## src/hw/tmr_pkg.sv

```systemverilog
/*
 * Package for the timer block: register offsets, field positions, reset values,
 * mode encodings and the bus carrier struct.
 * Assumes an 8-bit register port, one register per byte address.
 */
package tmr_pkg;
	// ---------------------------------------------------------------
	// Register offsets
	// ---------------------------------------------------------------
	localparam logic [3:0] OFF_RUN_FLAGS = 4'h0;
	localparam logic [3:0] OFF_CLK_OUT = 4'h1;
	localparam logic [3:0] OFF_MODE = 4'h2;
	localparam logic [3:0] OFF_T0_LOW = 4'h3;
	localparam logic [3:0] OFF_T0_HIGH = 4'h4;
	localparam logic [3:0] OFF_T1_LOW = 4'h5;
	localparam logic [3:0] OFF_T1_HIGH = 4'h6;
	localparam logic [3:0] OFF_T3_CTRL = 4'h7;
	localparam logic [3:0] OFF_T3_LOW = 4'h8;
	localparam logic [3:0] OFF_T3_HIGH = 4'h9;
	localparam logic [3:0] OFF_IRQ_EN2 = 4'ha;
	localparam logic [3:0] OFF_PWR = 4'hb;
	// ---------------------------------------------------------------
	// Field positions
	// ---------------------------------------------------------------
	localparam int B_T1_OVF = 7;
	localparam int B_T1_RUN = 6;
	localparam int B_T0_OVF = 5;
	localparam int B_T0_RUN = 4;
	localparam int B_T1_OUTEN = 5;
	localparam int B_T1_SCALE = 4;
	localparam int B_T0_OUTEN = 1;
	localparam int B_T0_SCALE = 0;
	localparam logic [7:0] CLK_OUT_MASK = 8'h33;
	localparam int B_T1_GATE = 7;
	localparam int B_T1_CNT = 6;
	localparam int B_T1_MODE = 4;
	localparam int B_T0_GATE = 3;
	localparam int B_T0_CNT = 2;
	localparam int B_T0_MODE = 0;
	localparam int B_T3_OVF = 7;
	localparam int B_T3_PDEN = 6;
	localparam int B_T3_PS = 4;
	localparam int B_T3_RUN = 2;
	localparam int B_T3_CLKS = 0;
	localparam logic [7:0] T3_CTRL_MASK = 8'hf7;
	localparam int B_T3_IE = 1;
	localparam int B_PWR_DOWN = 0;
	// ---------------------------------------------------------------
	// Reset values, timing
	// ---------------------------------------------------------------
	localparam logic [7:0] RST_BYTE = 8'h00;
	localparam logic [15:0] RST_WORD = 16'h0000;
	localparam int SYS_DIV = 12;
	localparam logic [3:0] SYS_DIV_LAST = 4'(SYS_DIV - 1);
	// ---------------------------------------------------------------
	// Encodings and carrier
	// ---------------------------------------------------------------
	typedef enum logic [1:0] {
		TMR_M_RELOAD16 = 2'h0,
		TMR_M_PLAIN16 = 2'h1,
		TMR_M_RELOAD8 = 2'h2,
		TMR_M_SPLIT = 2'h3
	} tmr_mode_t;
	localparam logic [1:0] T3_CLK_SYS = 2'h0;
	localparam logic [1:0] T3_CLK_EXT = 2'h1;
	typedef struct packed {
		logic [3:0] addr;
		logic [7:0] wdata;
		logic wr;
		logic rd;
	} tmr_bus_t;
endpackage : tmr_pkg

```

## src/hw/tmr_top.sv

```systemverilog
/*
 * Timer block: two 8051-style timer/counters (timer 0, timer 1) and a 16-bit
 * auto-reload timer 3 with prescaler and external clock for power-down use.
 * Assumes a single 50 MHz clock; external pins are asynchronous to it.
 */
`timescale 1ns/1ps
module tmr_top (
	input wire logic mclk,
	input wire logic arst_n,
	input wire tmr_pkg::tmr_bus_t bus,
	output logic [7:0] rdata,
	input wire logic [1:0] count_pin,
	input wire logic [1:0] external_interrupt_pin,
	input wire logic t3_clk_pin,
	input wire logic [1:0] irq_ack,
	output logic [1:0] timer_out,
	output logic [1:0] timer_irq,
	output logic timer3_irq
);
	import tmr_pkg::*;

	// ---------------------------------------------------------------
	// Register state
	// ---------------------------------------------------------------
	logic [1:0] ovf_r;
	logic [1:0] run_r;
	logic [7:0] clk_out_r;
	logic [7:0] mode_r;
	logic [7:0] lo_r [2];
	logic [7:0] hi_r [2];
	logic [15:0] rld_r [2];
	logic [7:0] hold_hi_r [2];
	logic [7:0] t3_ctrl_r;
	logic [15:0] t3_cnt_r;
	logic [15:0] t3_rld_r;
	logic [7:0] t3_hold_hi_r;
	logic t3_ovf_r;
	logic t3_ie_r;
	logic pwr_down_r;
	logic [1:0] out_r;
	logic [3:0] div12_r;
	logic [7:0] ps_r;

	// Synchronisers and edge history
	logic [1:0] cnt_s1_r, cnt_s2_r, cnt_d_r;
	logic [1:0] gate_s1_r, gate_s2_r;
	logic t3c_s1_r, t3c_s2_r, t3c_d_r;

	// ---------------------------------------------------------------
	// Helpers
	// ---------------------------------------------------------------
	function automatic logic is_wr(input tmr_bus_t b, input logic [3:0] off);
		is_wr = b.wr && (b.addr == off);
	endfunction : is_wr

	function automatic logic [1:0] mode_of(input logic [7:0] m, input int t);
		mode_of = (t == 0) ? m[B_T0_MODE +: 2] : m[B_T1_MODE +: 2];
	endfunction : mode_of

	// ---------------------------------------------------------------
	// Input synchronisers
	// ---------------------------------------------------------------
	// Two flops per pin, then a history flop for falling edges on the count and timer 3 clock pins
	always_ff @(posedge mclk or negedge arst_n) begin
		if (!arst_n) begin
			cnt_s1_r <= 2'h0;
			cnt_s2_r <= 2'h0;
			cnt_d_r <= 2'h0;
			gate_s1_r <= 2'h0;
			gate_s2_r <= 2'h0;
			t3c_s1_r <= 1'b0;
			t3c_s2_r <= 1'b0;
			t3c_d_r <= 1'b0;
		end else begin
			cnt_s1_r <= count_pin;
			cnt_s2_r <= cnt_s1_r;
			cnt_d_r <= cnt_s2_r;
			gate_s1_r <= external_interrupt_pin;
			gate_s2_r <= gate_s1_r;
			t3c_s1_r <= t3_clk_pin;
			t3c_s2_r <= t3c_s1_r;
			t3c_d_r <= t3c_s2_r;
		end
	end

	// ---------------------------------------------------------------
	// Clock enables
	// ---------------------------------------------------------------
	// Divide-by-12 strobe for the timer 0 and 1 count ticks
	always_ff @(posedge mclk or negedge arst_n) begin
		if (!arst_n) begin
			div12_r <= 4'h0;
		end else if (div12_r == SYS_DIV_LAST) begin
			div12_r <= 4'h0;
		end else begin
			div12_r <= div12_r + 4'h1;
		end
	end

	logic tick12;
	logic [1:0] tick_t;
	logic [1:0] ext_fall;
	logic [1:0] gate_ok;
	logic [1:0] inc_t;
	logic hi0_inc;
	assign tick12 = (div12_r == SYS_DIV_LAST);
	assign ext_fall = cnt_d_r & ~cnt_s2_r;
	assign tick_t[0] = clk_out_r[B_T0_SCALE] ? 1'b1 : tick12;
	assign tick_t[1] = clk_out_r[B_T1_SCALE] ? 1'b1 : tick12;
	assign gate_ok[0] = !mode_r[B_T0_GATE] || gate_s2_r[0];
	assign gate_ok[1] = !mode_r[B_T1_GATE] || gate_s2_r[1];
	// Timer 0 and 1 count events; timer 1 has no run bit of its own in split mode
	assign inc_t[0] = run_r[0] && gate_ok[0] &&
		(mode_r[B_T0_CNT] ? ext_fall[0] : tick_t[0]);
	assign inc_t[1] = ((mode_of(mode_r, 0) == TMR_M_SPLIT) ? 1'b1 : run_r[1]) &&
		(mode_of(mode_r, 1) != TMR_M_SPLIT) && gate_ok[1] &&
		(mode_r[B_T1_CNT] ? ext_fall[1] : tick_t[1]);
	assign hi0_inc = (mode_of(mode_r, 0) == TMR_M_SPLIT) && run_r[1] && tick_t[0];

	// ---------------------------------------------------------------
	// Timer 0 and 1 counters
	// ---------------------------------------------------------------
	logic [1:0] ovf_ev;
	logic hi0_ovf;
	assign hi0_ovf = hi0_inc && (hi_r[0] == 8'hff);

	for (genvar t = 0; t < 2; t++) begin : g_t
		logic [1:0] md;
		logic lo_wr, hi_wr, lo_full;
		assign md = mode_of(mode_r, t);
		assign lo_wr = is_wr(bus, (t == 0) ? OFF_T0_LOW : OFF_T1_LOW);
		assign hi_wr = is_wr(bus, (t == 0) ? OFF_T0_HIGH : OFF_T1_HIGH);
		assign lo_full = (lo_r[t] == 8'hff);
		// 16-bit modes wrap on both bytes full; 8-bit modes on low byte
		assign ovf_ev[t] = inc_t[t] && lo_full &&
			((md == TMR_M_RELOAD8 || md == TMR_M_SPLIT) || hi_r[t] == 8'hff);

		// Count bytes and reload word
		always_ff @(posedge mclk or negedge arst_n) begin
			if (!arst_n) begin
				lo_r[t] <= RST_BYTE;
				hi_r[t] <= RST_BYTE;
				rld_r[t] <= RST_WORD;
				hold_hi_r[t] <= RST_BYTE;
			end else begin
				if (hi_wr) begin
					hold_hi_r[t] <= bus.wdata;
				end
				if (md == TMR_M_RELOAD16) begin
					// High byte held until the low byte write commits the word
					if (lo_wr) begin
						rld_r[t] <= {hold_hi_r[t], bus.wdata};
					end
					if (lo_wr && !run_r[t]) begin
						lo_r[t] <= bus.wdata;
						hi_r[t] <= hold_hi_r[t];
					end else if (ovf_ev[t]) begin
						{hi_r[t], lo_r[t]} <= rld_r[t];
					end else if (inc_t[t]) begin
						{hi_r[t], lo_r[t]} <= {hi_r[t], lo_r[t]} + 16'h0001;
					end
				end else begin
					if (lo_wr) begin
						lo_r[t] <= bus.wdata;
					end else if (ovf_ev[t] && md == TMR_M_RELOAD8) begin
						lo_r[t] <= hi_r[t];
					end else if (inc_t[t]) begin
						lo_r[t] <= lo_r[t] + 8'h01;
					end
					if (hi_wr) begin
						hi_r[t] <= bus.wdata;
					end else if (t == 0 && md == TMR_M_SPLIT && hi0_inc) begin
						hi_r[t] <= hi_r[t] + 8'h01;
					end else if (md == TMR_M_PLAIN16 && inc_t[t] && lo_full) begin
						hi_r[t] <= hi_r[t] + 8'h01;
					end
				end
			end
		end
	end

	// ---------------------------------------------------------------
	// Flags, run bits and output pins
	// ---------------------------------------------------------------
	logic [1:0] set_ovf;
	logic split0;
	assign split0 = (mode_of(mode_r, 0) == TMR_M_SPLIT);
	assign set_ovf[0] = ovf_ev[0];
	// Timer 1 cannot set its flag while timer 0 borrows it
	assign set_ovf[1] = split0 ? hi0_ovf : ovf_ev[1];

	// Run/flag register; set wins over clear
	always_ff @(posedge mclk or negedge arst_n) begin
		if (!arst_n) begin
			ovf_r <= 2'h0;
			run_r <= 2'h0;
		end else begin
			if (is_wr(bus, OFF_RUN_FLAGS)) begin
				run_r <= {bus.wdata[B_T1_RUN], bus.wdata[B_T0_RUN]};
			end
			for (int t = 0; t < 2; t++) begin
				if (set_ovf[t]) begin
					ovf_r[t] <= 1'b1;
				end else if (irq_ack[t]) begin
					ovf_r[t] <= 1'b0;
				end else if (is_wr(bus, OFF_RUN_FLAGS)) begin
					ovf_r[t] <= bus.wdata[(t == 0) ? B_T0_OVF : B_T1_OVF];
				end
			end
		end
	end

	// Control registers; reserved clock/output bits masked
	always_ff @(posedge mclk or negedge arst_n) begin
		if (!arst_n) begin
			clk_out_r <= RST_BYTE;
			mode_r <= RST_BYTE;
		end else begin
			if (is_wr(bus, OFF_CLK_OUT)) begin
				clk_out_r <= bus.wdata & CLK_OUT_MASK;
			end
			if (is_wr(bus, OFF_MODE)) begin
				mode_r <= bus.wdata;
			end
		end
	end

	// Output pins toggle on overflow when enabled
	always_ff @(posedge mclk or negedge arst_n) begin
		if (!arst_n) begin
			out_r <= 2'h0;
		end else begin
			if (clk_out_r[B_T0_OUTEN] && ovf_ev[0]) begin
				out_r[0] <= ~out_r[0];
			end
			if (clk_out_r[B_T1_OUTEN] && ovf_ev[1]) begin
				out_r[1] <= ~out_r[1];
			end
		end
	end

	// ---------------------------------------------------------------
	// Timer 3
	// ---------------------------------------------------------------
	logic t3_run, t3_ext, t3_src, t3_tick, t3_ovf_ev, t3_lo_wr, t3_hi_wr;
	logic [7:0] ps_last;
	assign t3_run = t3_ctrl_r[B_T3_RUN];
	assign t3_ext = (t3_ctrl_r[B_T3_CLKS +: 2] == T3_CLK_EXT);
	// External clock keeps going in power-down, system clock does not
	assign t3_src = t3_ext ? (t3c_d_r && !t3c_s2_r) : !pwr_down_r;
	always_comb begin
		case (t3_ctrl_r[B_T3_PS +: 2])
			2'h0: ps_last = 8'h00;
			2'h1: ps_last = 8'h07;
			2'h2: ps_last = 8'h3f;
			default: ps_last = 8'hff;
		endcase
	end
	assign t3_tick = t3_run && t3_src && (ps_r == ps_last);
	assign t3_ovf_ev = t3_tick && (t3_cnt_r == 16'hffff);
	assign t3_lo_wr = is_wr(bus, OFF_T3_LOW);
	assign t3_hi_wr = is_wr(bus, OFF_T3_HIGH);

	// Prescaler counts source events while running
	always_ff @(posedge mclk or negedge arst_n) begin
		if (!arst_n) begin
			ps_r <= 8'h00;
		end else if (!t3_run) begin
			ps_r <= 8'h00;
		end else if (t3_src) begin
			ps_r <= (ps_r == ps_last) ? 8'h00 : ps_r + 8'h01;
		end
	end

	// Counter and reload; high byte held until low byte write
	always_ff @(posedge mclk or negedge arst_n) begin
		if (!arst_n) begin
			t3_cnt_r <= RST_WORD;
			t3_rld_r <= RST_WORD;
			t3_hold_hi_r <= RST_BYTE;
		end else begin
			if (t3_hi_wr) begin
				t3_hold_hi_r <= bus.wdata;
			end
			if (t3_lo_wr) begin
				t3_rld_r <= {t3_hold_hi_r, bus.wdata};
			end
			if (t3_lo_wr && !t3_run) begin
				t3_cnt_r <= {t3_hold_hi_r, bus.wdata};
			end else if (t3_ovf_ev) begin
				t3_cnt_r <= t3_rld_r;
			end else if (t3_tick) begin
				t3_cnt_r <= t3_cnt_r + 16'h0001;
			end
		end
	end

	// Control, flag, enable and power-down registers
	always_ff @(posedge mclk or negedge arst_n) begin
		if (!arst_n) begin
			t3_ctrl_r <= RST_BYTE;
			t3_ovf_r <= 1'b0;
			t3_ie_r <= 1'b0;
			pwr_down_r <= 1'b0;
		end else begin
			if (is_wr(bus, OFF_T3_CTRL)) begin
				t3_ctrl_r <= bus.wdata & T3_CTRL_MASK & ~(8'h01 << B_T3_OVF);
			end
			if (t3_ovf_ev) begin
				t3_ovf_r <= 1'b1;
			end else if (is_wr(bus, OFF_T3_CTRL)) begin
				t3_ovf_r <= bus.wdata[B_T3_OVF];
			end
			if (is_wr(bus, OFF_IRQ_EN2)) begin
				t3_ie_r <= bus.wdata[B_T3_IE];
			end
			if (is_wr(bus, OFF_PWR)) begin
				pwr_down_r <= bus.wdata[B_PWR_DOWN];
			end
		end
	end

	// ---------------------------------------------------------------
	// Read port, one cycle latency
	// ---------------------------------------------------------------
	always_ff @(posedge mclk or negedge arst_n) begin
		if (!arst_n) begin
			rdata <= 8'h00;
		end else if (bus.rd) begin
			if (bus.addr == OFF_RUN_FLAGS) begin
				rdata <= {ovf_r[1], run_r[1], ovf_r[0], run_r[0], 4'h0};
			end else if (bus.addr == OFF_CLK_OUT) begin
				rdata <= clk_out_r;
			end else if (bus.addr == OFF_MODE) begin
				rdata <= mode_r;
			end else if (bus.addr == OFF_T0_LOW) begin
				rdata <= lo_r[0];
			end else if (bus.addr == OFF_T0_HIGH) begin
				rdata <= hi_r[0];
			end else if (bus.addr == OFF_T1_LOW) begin
				rdata <= lo_r[1];
			end else if (bus.addr == OFF_T1_HIGH) begin
				rdata <= hi_r[1];
			end else if (bus.addr == OFF_T3_CTRL) begin
				rdata <= t3_ctrl_r | {t3_ovf_r, 7'h00};
			end else if (bus.addr == OFF_T3_LOW) begin
				rdata <= t3_cnt_r[7:0];
			end else if (bus.addr == OFF_T3_HIGH) begin
				rdata <= t3_cnt_r[15:8];
			end else if (bus.addr == OFF_IRQ_EN2) begin
				rdata <= {6'h00, t3_ie_r, 1'b0};
			end else if (bus.addr == OFF_PWR) begin
				rdata <= {7'h00, pwr_down_r};
			end else begin
				rdata <= 8'h00;
			end
		end
	end

	// Interrupt requests
	assign timer_irq = ovf_r;
	assign timer3_irq = t3_ovf_r && t3_ie_r;
	assign timer_out = out_r;
endmodule : tmr_top

```

## config.mk

```make
export PLATFORM = sky130hd
export DESIGN_NAME = tmr_top
export DESIGN_NICKNAME = d
export VERILOG_FILES = /design/src/hw/tmr_pkg.sv /design/src/hw/tmr_top.sv
export SDC_FILE = /design/constraint.sdc
export NUM_CORES = 1
export LEC_CHECK = 0
export BUFFER_PORTS_ARGS = -buffer_cell sky130_fd_sc_hd__buf_2
export CORE_MARGIN = 8
export CORE_UTILIZATION = 41
export DETAILED_ROUTE_END_ITERATION = 12
export PLACE_DENSITY = 0.65
export RECOVER_POWER = 50
export SYNTH_ARGS = -nofsm -noshare
export SYNTH_HDL_FRONTEND = slang
export SYNTH_SLANG_ARGS = --single-unit
```

## constraint.sdc

```tcl
create_clock -name mclk -period 3.1 [get_ports mclk]
set_input_delay 0.465 -clock mclk [delete_from_list [all_inputs] [get_ports mclk]]
set_output_delay 0.465 -clock mclk [all_outputs]
set_load 0.1 [all_outputs]
```

======== Yosys cells after proc, flatten, opt, wreduce, memory -nomap -nowiden ========
Index checks and enable logic that the tools add are counted.
cells by class
  reductions and logical operators ........ 72
  add/sub/neg operators ................... 9
  bitwise gates (word level) .............. 5
  equality and inequality tests ........... 31
  muxes and demuxes ....................... 62
operators with widths
  cell                   number
  $mux 8                 40
  $add 16x1->16 const B  3
  $mux 16                3
  $logic_and 1x1->1      41
  $add 8x1->8 const B    5
  $eq 8x8->1 const B     4
  $pmux 8 s3             1
  $eq 4x4->1 const B     5
  $eq 16x16->1 const B   1
  $eq 4x3->1 const B     4
  $mux 1                 16
  $reduce_and 2->1       6
  $reduce_bool 3->1      4
  $reduce_bool 4->1      3
  $eq 2x2->1 const B     5
  $eq 2x1->1 const B     4
  $eq 4x2->1 const B     2
  $eq 8x8->1             1
  $ne 4x3->1 const B     2
  $or 7x8->8             1
  $logic_not 1->1        7
  $logic_not 2->1        3
  $logic_or 1x1->1       6
  $add 4x1->4 const B    1
  other kinds (10)       11
word-level totals
  input port bits ......................... 23
  output and inout bits ................... 13
  logic and storage cells ................. 212
  register bits after elaboration ......... 180

======== Longest topological paths before layout ========
Gate-level depths: netlist of the first run.
  depth in word-level cells ............... 13
  mapped depth ............................ 10
  gate-level depth less buffers ........... 7

======== Least setup slack after synthesis of the first run ========
OpenSTA, ideal clock, no wires.
  path kind ............................... reg2reg
  start point ............................. reg div12_r[0]
  end point ............................... reg hi_r[8] in the netlist's numbering
  cell stages (with the launch flop) ...... 10
  setup slack ............................. 923 ps
  buffers on the path ..................... 3
  setup time .............................. 123 ps
  period minus slack after synthesis ...... 2177 ps
  required time ........................... 2977 ps
  data arrival time ....................... 2054 ps
  path through ............................ dfrtp_1 ha_1 and3b_1 or3_1 buf_6 and2_4 buf_6 a2bb2oi_4 buf_6 o221a_1
between the ends
  longest elaborated chain between the ends .. 9
  elaborated cells between the ends (all ways) .. 18
  classes of those cells .................. eq/ne (2); mux (7); reduce/logical (9)
ends and longest elaborated chain
  what                             line            source
  from (decl)                      tmr_top.sv:41   logic [3:0] div12_r;
  from (signal assigned)           tmr_top.sv:96   div12_r <= div12_r + 4'h1;
  $eq 4x4->1 *                     tmr_top.sv:106  assign tick12 = (div12_r == SYS_DIV_LAST);
  $mux 1 *                         tmr_top.sv:108  assign tick_t[0] = clk_out_r[B_T0_SCALE] ? 1'b1 : tick12;
  $mux 1                           tmr_top.sv:114  (mode_r[B_T0_CNT] ? ext_fall[0] : tick_t[0]);
  $logic_and 1x1->1                tmr_top.sv:113  assign inc_t[0] = run_r[0] && gate_ok[0] &&
  $logic_and 1x1->1 (2 in series)  tmr_top.sv:135  assign ovf_ev[t] = inc_t[t] && lo_full &&
  $mux 8                           tmr_top.sv:157  end else if (ovf_ev[t]) begin
  $mux 8                           tmr_top.sv:154  if (lo_wr && !run_r[t]) begin
  $mux 8                           tmr_top.sv:149  if (md == TMR_M_RELOAD16) begin
  to (signal, indexed assignment)  tmr_top.sv:156  hi_r[t] <= hold_hi_r[t];
  to (signal, indexed assignment)  tmr_top.sv:158  {hi_r[t], lo_r[t]} <= rld_r[t];
  to (signal, indexed assignment)  tmr_top.sv:160  {hi_r[t], lo_r[t]} <= {hi_r[t], lo_r[t]} + 16'h0001;
  to (decl)                        tmr_top.sv:30   logic [7:0] hi_r [2];
Every way passes the cells marked *; elsewhere a longest branch is shown, timed or not.
A chain may end at the register's enable or synchronous reset.

======== Final worst setup path of the first run ========
  start point ............................. reg div12_r[0]
  end point ............................... reg hi_r[2] in the netlist's numbering
between the ends
  longest elaborated chain between the ends .. 9
  elaborated cells between the ends (all ways) .. 14
  classes of those cells .................. eq/ne (2); mux (5); reduce/logical (7)
ends and longest elaborated chain
  what                             line            source
  $eq 4x4->1 *                     tmr_top.sv:106
  $mux 1 *                         tmr_top.sv:109  assign tick_t[1] = clk_out_r[B_T1_SCALE] ? 1'b1 : tick12;
  $mux 1 *                         tmr_top.sv:117  (mode_r[B_T1_CNT] ? ext_fall[1] : tick_t[1]);
  $logic_and 1x1->1 *              tmr_top.sv:116  (mode_of(mode_r, 1) != TMR_M_SPLIT) && gate_ok[1] &&
  $logic_and 1x1->1 (2 in series)  tmr_top.sv:135
  $mux 8                           tmr_top.sv:157
  $mux 8                           tmr_top.sv:154
  $mux 8                           tmr_top.sv:149
Marks and branches as above.

==> results.json, run 1 <==
{
  "status": "complete, but fails checks",
  "violations": "capacitance limit, slew limit",
  "synth_top_family_by_area": "simple AND/OR/NAND/NOR gates",
  "totalWireLength_mm": 31.4,
  "cts_tree": "yes",
  "post-route-period-util_pct": 82.9,
  "grt_usage_pct": 20.2,
  "path_depth": 7,
  "crit_path_end_kind": "flip-flop",
  "path_cells": "ha_1 > nand3b_1 > a221oi_4 > nand4_4 > mux2_2 > o21ai_1 > o221ai_1",
  "cts_resized": 0,
  "synthSimpleGateAreaFrac_pct": 18.3,
  "numClockSinks": 180,
  "synth_area_leaders": "dfrtp_1 (42%), mux2_2 (8.6%), nand2_1 (4.6%)",
  "ctsLongestPathBuffers": 2,
  "cp_max_fo": 17,
  "layout_setup_ws_ns": 0.531,
  "clk_pin_slew_ns": 0.08,
  "remaining_drc_errors": 0,
  "layout_common_cells": "dfrtp_1 (180), nand2_1 (132), nor2_1 (89)",
  "p_leak_nw": 5.05,
  "maxCapViolCount": 1,
  "gp_congestion": 0.946,
  "path_delay_family": "compound AO/OA/AOI/OAI gates",
  "final-seq-area_sq_mm": 0.00450,
  "globalRouteOverflowTotal": 0,
  "grt_pass1_vias": 8530,
  "synth_top_area_share_pct": 41.9,
  "cp_slowest_stage_delay_ns": 0.59,
  "dp_hpwl_mm": 21.5,
  "antennaDiodeCount": 0,
  "synthXorXnorAreaFrac_pct": 3.99,
  "synth-edff-count": 0,
  "firstDrtPassIters": 5,
  "final_antenna_net_count": 0,
  "post-cts-setup-buffers": 0,
  "drt_iter0_markers": 797,
  "fp.dieH_um": 178,
  "criticalPathCategory": "reg2reg",
  "fill_cells": 2433,
  "start_util_pct": 41.5,
  "peakVddDrop_v": 0.000479,
  "grt_setup_unrepaired": "false",
  "area_growth_syn_to_layout_pct": 9.95,
  "slew_violations": 81,
  "seq_area_frac_synth_pct": 41.9,
  "ys_warn_count": 0,
  "finClkSkew_ns": 0.0129,
  "grt_max_degree": 82,
  "synthMuxAreaShare_pct": 12.4,
  "hold_class": "in2reg",
  "synth_fa_ha_area_share_pct": 0.815,
  "yosysUniqueCellTypes": 91,
  "htreeDepth": 4,
  "cts_root_buf": "clkbuf_16",
  "finalSetupViolations": 0,
  "synth.largest_area_cell": "dfrtp_1",
  "cp-start-kind": "flip-flop",
  "async_reset_ff_share_pct": 100,
  "wl_per_cell_um": 21.4,
  "finalSetupTns_ns": 0,
  "drive_gt1_share_pct": 20.4,
  "die_area_sq_mm": 0.0317,
  "mostFrequentLayoutCell": "dfrtp_1",
  "slew_headroom_pct": -43.2,
  "powerDensity_mw_per_mm2": 793,
  "syn_area_per_cell_sq_um": 9.70,
  "num_rows": 59,
  "io_pins": 36,
  "hold_viol": 0,
  "dp_slack_ns": 0.522,
  "fmax_ghz": 0.389,
  "yosys_most_used_dff": "dfrtp_1",
  "die_w_um": 178,
  "min_delay_path_depth": 1,
  "antenna_found_initial": 0,
  "min_period_ns": 2.57,
  "synth_compound_area_share_pct": 17.6,
  "grt_pass1_wl_mm": 50.2,
  "hold_buffers": 0,
  "core_area_sq_mm": 0.0259,
  "synth_nets": 1138,
  "netlist_area_sq_mm": 0.0107,
  "power_mw": 9.37,
  "syn_inst": 1108,
  "insertion_delay_ns": 0.45,
  "ys_ff_latch": 180,
  "cp.arrival_ns": 2.87,
  "worstMarginPinSlew_ns": 2.15,
  "path_buf_inv": 0,
  "vias": 8825,
  "r2r_cells": 7,
  "slowest_stage": "a221oi_4",
  "post_drt_via_cell_ratio": 6.02,
  "port-buffer-count": 35,
  "required_ns": 3.40,
  "numCtsBuffers": 17,
  "nets": 1148,
  "multiInputGateArea_sq_mm": 0.00570
}
[sequential cells by signal (all words and copies together) (netlist names), 4 cells and up]
name / flops
t3_hold_hi_r: 8
t3_rld_r: 16
lo_r: 16
rdata: 8
hold_hi_r: 16
hi_r: 16
clk_out_r: 4
ps_r: 8
div12_r: 4
t3_ctrl_r: 6
t3_cnt_r: 16
mode_r: 8
rld_r: 32
[cell families (layout without fill, tap and decap cells)]
| group | count (synthesis) | in the layout |
|---|---|---|
| AO/OA/AOI/OAI | 260 | 260 |
| XOR/XNOR | 49 | 49 |
| adder cells (fa/ha/maj) | 7 | 7 |
| buffers and inverters | 104 | 127 |
| flip-flops | 180 | 180 |
| multiplexers | 122 | 122 |
| AND/OR/NAND/NOR | 386 | 386 |
[routing by layer]
metal  global-route usage (%)  wire, um
met1                     27.8     14100
met3                     2.43      1770
met2                     31.8     14500
met4                     8.20      1020
met5                        0         0
[worst reg2reg max path, delay by kind of cell (launching register included)]
kind | cells | cell delay, ns
muxes | 1 | 0.41
adders and majority gates | 1 | 0.21
AOI/OAI and AO/OA | 3 | 0.82
DFF | 1 | 0.38
and+or+nand+nor | 2 | 0.60
[final cells by class]
cell class / instances / share of cell area, %
Multi-Input combinational cell: 824 / 48.3
Inverter: 24 / 0.762
Timing Repair Buffer: 71 / 3.76
Clock buffer: 17 / 3.60
Clock inverter: 15 / 1.96
Tap cell: 335 / 3.55
Sequential cell: 180 / 38.1
[report_power, final]
part	internal [mW]	switching [mW]
clock	1.26	1.10
combinational	1.36	1.85
sequential	2.93	0.876
total	5.54	3.82
[metrics by stage]
step	instances	hold slack [ns]	area [sq um]	utilization, %
after global placement	1434	0.334	11200	43.2
after global routing	1466	0.112	11800	45.6
final	1466	0.120	11800	45.6
after CTS	1466	0.0958	11800	45.7
after floorplan	1108	0.169	10700	-
after detailed placement	1434	0.336	11200	43.2
[path summary, 6_finish.rpt]
kind,startpoint,endpoint,slack [ns]
setup / recovery,div12_r[0]$_DFF_PN0_,hi_r[2]$_DFFE_PN0P_,0.53
min in group asynchronous,arst_n,rld_r[24]$_DFFE_PN0P_,0.64
hold / removal,count_pin[1],cnt_s1_r[1]$_DFF_PN0_,0.12
max in group asynchronous,arst_n,rld_r[0]$_DFFE_PN0P_,0.77
hold reg to reg,cnt_s1_r[0]$_DFF_PN0_,cnt_s2_r[0]$_DFF_PN0_,0.35
setup reg to reg,div12_r[0]$_DFF_PN0_,hi_r[2]$_DFFE_PN0P_,0.53
[synthesized netlist by cell type (6+ instances only)]
cell	n
o211ai_1	23
nand4_1	9
xor2_1	15
mux2_2	82
a21oi_1	40
nand2_1	132
a31oi_1	12
nor2_1	89
ha_1	7
a22oi_1	6
o221ai_1	8
o221a_2	7
clkbuf_1	41
o22ai_1	12
nand2b_1	9
o2111ai_1	8
a221o_1	7
buf_6	9
xnor2_1	34
o21ai_0	63
mux2i_1	37
and3_1	11
a211oi_1	19
dfrtp_1	180
nor2b_1	11
inv_1	23
nor3_1	28
o211a_1	6
buf_2	19
nor4_1	6
nand3_1	32
No activity file was read; power rests on OpenSTA's default activity.
==> run 2: changes to the inputs <==
ABC_AREA = 1   (was not set)
clock period = 2.5 ns   (was 3.1 ns; I/O delays follow)
==> results.json, run 2 <==
{
  "top_register": "rld_r",
  "cts_root_buf": "clkbuf_16",
  "ys_warn_count": 0,
  "power_mw": 11.4,
  "io_pins": 36,
  "worstMarginPinSlew_ns": 1.09,
  "maxCapViolCount": 0,
  "finalSetupTns_ns": 0,
  "criticalPathCategory": "reg2reg",
  "synthXorXnorAreaFrac_pct": 3.07,
  "cts_tree": "yes",
  "synth_compound_area_share_pct": 12.0,
  "gp_congestion": 0.943,
  "dp_slack_ns": 0.270,
  "dp_hpwl_mm": 25.8,
  "fmax_ghz": 0.446,
  "synth_top_family_by_area": "simple AND/OR/NAND/NOR gates",
  "grt_max_degree": 77,
  "synth_area_leaders": "dfrtp_1 (41%), nand2_1 (17%), o21ai_0 (6.8%)",
  "synth_top_area_share_pct": 40.5,
  "ys_ff_latch": 180,
  "syn_inst": 1575,
  "die_w_um": 181,
  "num_rows": 60,
  "cp-start-kind": "flip-flop",
  "placed_cells": 1927,
  "globalRouteOverflowTotal": 0,
  "hold_viol": 0,
  "insertion_delay_ns": 0.45,
  "post-route-period-util_pct": 89.7,
  "yosys_most_used_dff": "dfrtp_1",
  "largest_reg_flops": 32,
  "synth_nets": 1605,
  "start_util_pct": 41.5,
  "peakVddDrop_v": 0.000488,
  "wl_per_cell_um": 18.1,
  "status": "finished clean",
  "syn_area_per_cell_sq_um": 7.06,
  "slowest_stage": "dfrtp_1",
  "async_reset_ff_share_pct": 100,
  "path_delay_family": "simple AND/OR/NAND/NOR gates",
  "finalNonFillerCells": 1960,
  "synthSimpleGateAreaFrac_pct": 34.1,
  "totalWireLength_mm": 35.4,
  "finalSetupViolations": 0,
  "slew_headroom_pct": 27.5,
  "fp.dieH_um": 181,
  "min_period_ns": 2.24,
  "grt_pass1_wl_mm": 56.3,
  "antenna_found_initial": 1,
  "mostFrequentLayoutCell": "nand2_1",
  "remaining_drc_errors": 0,
  "cp.arrival_ns": 2.63,
  "synthMuxAreaShare_pct": 0,
  "numCtsBuffers": 17,
  "nets": 1636,
  "path_cells": "ha_1 > nand2_1 > inv_2 > nand3_2 > inv_2 > buf_4 > nand3_1 > nand3_2 > nand2_2 > a21oi_1 > nand2_1 > nand2_1",
  "cp_slowest_stage_delay_ns": 0.47,
  "crit_path_frequent_cell": "nand2_1",
  "required_ns": 2.88,
  "yosysUniqueCellTypes": 42,
  "crit_path_end_kind": "flip-flop",
  "synth_commonest_cells": "nand2_1 (495), inv_1 (183), dfrtp_1 (180)",
  "p_leak_nw": 6.14,
  "die_area_sq_mm": 0.0326,
  "netlist_area_sq_mm": 0.0111,
  "htreeDepth": 4,
  "ctsLongestPathBuffers": 2,
  "powerDensity_mw_per_mm2": 933,
  "layout_setup_ws_ns": 0.258,
  "final_antenna_net_count": 0,
  "numClockSinks": 180,
  "grt_setup_unrepaired": "false",
  "synth.most_common_cell": "nand2_1",
  "seq_area_frac_synth_pct": 40.5,
  "layout_common_cells": "nand2_1 (495), inv_1 (185), dfrtp_1 (179)",
  "drive_gt1_share_pct": 9.94,
  "antennaDiodeCount": 0,
  "slew_violations": 0,
  "cp_max_fo": 13,
  "path_buf_inv": 3,
  "hold_class": "in2reg",
  "vias": 10600,
  "core_area_sq_mm": 0.0268,
  "synth_fa_ha_area_share_pct": 0.788,
  "port-buffer-count": 35,
  "synth-edff-count": 0,
  "grt_usage_pct": 21.8,
  "synth.largest_area_cell": "dfrtp_1",
  "timing.reg2reg.setup_slack_ns": 0.26,
  "firstDrtPassIters": 5,
  "post_drt_via_cell_ratio": 5.41,
  "area_growth_syn_to_layout_pct": 9.81,
  "drt_iter0_markers": 1085,
  "finClkSkew_ns": 0.0184,
  "clk_pin_slew_ns": 0.07,
  "grt_pass1_vias": 9989
}
[run 2: cell count changes after synthesis, sizes merged, moves of 21 or more]
cell,previous run,this run
inv,23,200
o211ai,25,4
nand4,15,46
o21ai,64,156
a21oi,40,63
nand3,33,148
xnor2,34,8
nand2,134,506
clkbuf,45,22
mux2i,37,0
nor2,95,117
mux2,85,0
[run 2: what timing repair did]
item	in CTS	in global routing
buffers inserted	0	0
hold endpoints to repair	35	0
gates resized for setup	0	1
setup endpoints to repair	0	2
hold buffers	1	0
[run 2: cell type report]
| type | instances | area, sq um |
|---|---|---|
| sequential | 180 | 4510 |
| inverter | 201 | 761 |
| clock buffer | 21 | 460 |
| fill | 2745 | 14600 |
| clock inverter | 11 | 91.3 |
| timing repair buffer | 68 | 413 |
| multi-input combinational | 1138 | 5550 |
| tap | 341 | 427 |
[run 2: path summary, 6_finish.rpt]
check | start | end | cells after the start
worst max-delay path | lo_r[1]$_DFFE_PN0P_ | hi_r[6]$_DFFE_PN0P_ | 12
worst min-delay path | count_pin[0] | cnt_s1_r[0]$_DFF_PN0_ | 1
min in group asynchronous | arst_n | ps_r[3]$_DFFE_PN0P_ | 2
max in group asynchronous | arst_n | hold_hi_r[14]$_DFFE_PN0P_ | 3
worst min register to register | gate_s1_r[1]$_DFF_PN0_ | gate_s2_r[1]$_DFF_PN0_ | 0
worst max register to register | lo_r[1]$_DFFE_PN0P_ | hi_r[6]$_DFFE_PN0P_ | 12
[run 2: cells by family (layout without fill, tap and decap cells)]
kind of cell             after synthesis  after routing
AND/OR/NAND/NOR                      843            843
buffers and inverters                257            301
AO/OA/AOI/OAI                        249            249
flip-flops                           180            180
XOR/XNOR                              39             39
adder cells (fa/ha/maj)                7              7
[run 2: routing by layer]
layer | vias to the layer above | track usage (%) | part of all wire (%)
met3 | 63 | 5.44 | 8.8
met5 | - | 0 | 0.034
li1 | 5143 | - | -
met4 | 2 | 7.08 | 2.5
met1 | 4946 | 30.6 | 46
met2 | 448 | 32.3 | 43
[run 2: per-stage QoR]
step,instance area (sq um),util [%],hold slack [ns]
floorplan,11100,-,0.0794
global placement,11700,43.6,0.332
detailed placement,11700,43.6,0.335
CTS,12300,45.7,0.0191
global route,12200,45.6,0.0151
finish,12200,45.6,0.0355
[run 2: where the power goes]
part / switching (mW) / internal, mW / leakage (nW)
registers: 0.877 / 3.66 / 2.25
clock network: 1.23 / 1.35 / 0.263
logic: 2.87 / 1.42 / 3.62
total: 4.98 / 6.42 / 6.14
==> run 3: changes to the inputs <==
BUFFER_PORTS_ARGS = not set   (was -buffer_cell sky130_fd_sc_hd__buf_2)
DONT_BUFFER_PORTS = 1   (was not set)
PLACE_DENSITY = 0.63   (was 0.65)
==> results.json, run 3 (synthesized netlist as in run 2, its figures left out) <==
{
  "io_pins": 36,
  "cp-start-kind": "flip-flop",
  "finalNonFillerCells": 1931,
  "internal-power_mw": 6.48,
  "largest_reg_flops": 32,
  "mostFrequentLayoutCell": "nand2_1",
  "layout_common_cells": "nand2_1 (495), inv_1 (183), dfrtp_1 (180)",
  "grt_max_degree": 181,
  "die_w_um": 181,
  "status": "complete, but fails checks",
  "insertion_delay_ns": 0.45,
  "cts_tree": "yes",
  "grt_pass1_wl_mm": 55.6,
  "slowest_stage": "dfrtp_1",
  "peakVddDrop_v": 0.000460,
  "timing.reg2reg.setup_slack_ns": 0.24,
  "numClockSinks": 180,
  "hold_buffers": 5,
  "numCtsBuffers": 17,
  "crit_path_frequent_cell": "nand2_1",
  "hold_class": "in2async",
  "hold_viol": 180,
  "wl_met1_mm": 16.0,
  "area_growth_syn_to_layout_pct": 9.04,
  "crit_path_end_kind": "flip-flop",
  "antennaDiodeCount": 0,
  "htreeDepth": 4,
  "seqPwrFrac_pct": 40.9,
  "slew_violations": 0,
  "swShare_pct": 42.4,
  "antenna_found_initial": 0,
  "grt_pass1_vias": 9904,
  "remaining_drc_errors": 0,
  "fp.dieH_um": 181,
  "core_area_sq_mm": 0.0268,
  "ctsLongestPathBuffers": 2,
  "grt_setup_unrepaired": "false",
  "top_layer_used": "met4",
  "path_buf_inv": 2,
  "met2_length_mm": 15.2,
  "r2r_cells": 11,
  "power.share.clock_pct": 23.0,
  "required_ns": 2.89,
  "powerDensity_mw_per_mm2": 929,
  "cp_max_fo": 13,
  "finalSetupTns_ns": 0,
  "num_rows": 60,
  "dp_slack_ns": 0.356,
  "port-buffer-count": 0,
  "drive_gt1_share_pct": 8.62,
  "path_depth": 11,
  "p_leak_nw": 6.05,
  "fill_cells": 2744,
  "globalRouteOverflowTotal": 0,
  "route.met3.wl_mm": 2.99,
  "start_util_pct": 41.5,
  "cts_resized": 0,
  "post_drt_via_cell_ratio": 5.43,
  "wl_per_cell_um": 18.2,
  "cp_slowest_stage_delay_ns": 0.51,
  "final_core_util_pct": 45.2,
  "vias": 10500,
  "finalSetupViolations": 0,
  "cp.arrival_ns": 2.65,
  "p_comb_share_pct": 36.1,
  "top_register": "rld_r",
  "totalWireLength_mm": 35.2,
  "post-cts-setup-buffers": 0,
  "nets": 1607,
  "path_delay_family": "simple AND/OR/NAND/NOR gates",
  "p_switching_mw": 4.78,
  "cts_root_buf": "clkbuf_16",
  "layout_setup_ws_ns": 0.237,
  "drt_iter0_markers": 1269,
  "slew_headroom_pct": 36.5,
  "gp_congestion": 0.956,
  "firstDrtPassIters": 9,
  "min_period_ns": 2.26,
  "criticalPathCategory": "reg2reg",
  "worstMarginPinSlew_ns": 0.952,
  "path_cells": "ha_1 > nand2_1 > inv_2 > nand3_2 > inv_2 > nand3_1 > nand3_2 > nand2_2 > a21oi_1 > nand2_1 > nand2_1",
  "final_antenna_net_count": 0,
  "fmax_ghz": 0.442,
  "dp_hpwl_mm": 25.3,
  "maxCapViolCount": 0,
  "violations": "hold timing",
  "finClkSkew_ns": 0.0139,
  "grt_usage_pct": 21.6,
  "worst_hold_slack_ns": -0.368,
  "die_area_sq_mm": 0.0326,
  "clk_pin_slew_ns": 0.07,
  "post-route-period-util_pct": 90.5,
  "placed_cells": 1894
}
==> run 3: per-layer routing <==
metal,vias up,GRT usage (%)
met5,-,0
met4,0,8.66
met3,56,4.96
met2,423,32.0
met1,4933,29.9
li1,5080,-
==> run 3: worst paths after layout <==
path / startpoint / to
max: lo_r[0]$_DFFE_PN0P_ / hi_r[7]$_DFFE_PN0P_
min: arst_n / ps_r[5]$_DFFE_PN0P_
max reg2reg: lo_r[0]$_DFFE_PN0P_ / hi_r[7]$_DFFE_PN0P_
min reg2reg: gate_s1_r[1]$_DFF_PN0_ / gate_s2_r[1]$_DFF_PN0_
max in group asynchronous: arst_n / rld_r[14]$_DFFE_PN0P_
min in group mclk: bus[8] / hold_hi_r[6]$_DFFE_PN0P_
==> run 3: worst register-to-register path: cells and delay by family, from the launching register on <==
kind	cells	cell delay, ns
simple gates	7	0.87
flops	1	0.51
buf+inv	2	0.30
compound gates	1	0.29
fa+ha+maj	1	0.24
==> run 3: per-stage QoR <==
step / power [mW] / cell area [sq um]
finish: 11.3 / 12100
global route: 12.1 / 12100
CTS: 11.3 / 12100
detailed placement: 8.62 / 11500
global placement: 8.59 / 11500
floorplan: 7.43 / 11100
==> run 3: layout make-up <==
class	count	area [sq um]	area share, %
sequential	180	4500	37.2
clock inverter	9	67.6	0.557
tap	341	427	3.52
timing repair buffer	39	305	2.52
multi-input combinational	1138	5560	45.9
clock buffer	23	498	4.11
inverter	201	762	6.28
==> run 3: power groups by stage <==
stage          sequential [mW]  combinational [mW]  clock (mW)
2_1_floorplan             4.37                3.06           0
4_1_cts                   4.58                4.02        2.64
3_5_place_dp              4.62                3.99           0
6_report                  4.61                4.07        2.59
3_3_place_gp              4.61                3.98           0
5_1_grt                   4.70                4.63        2.75
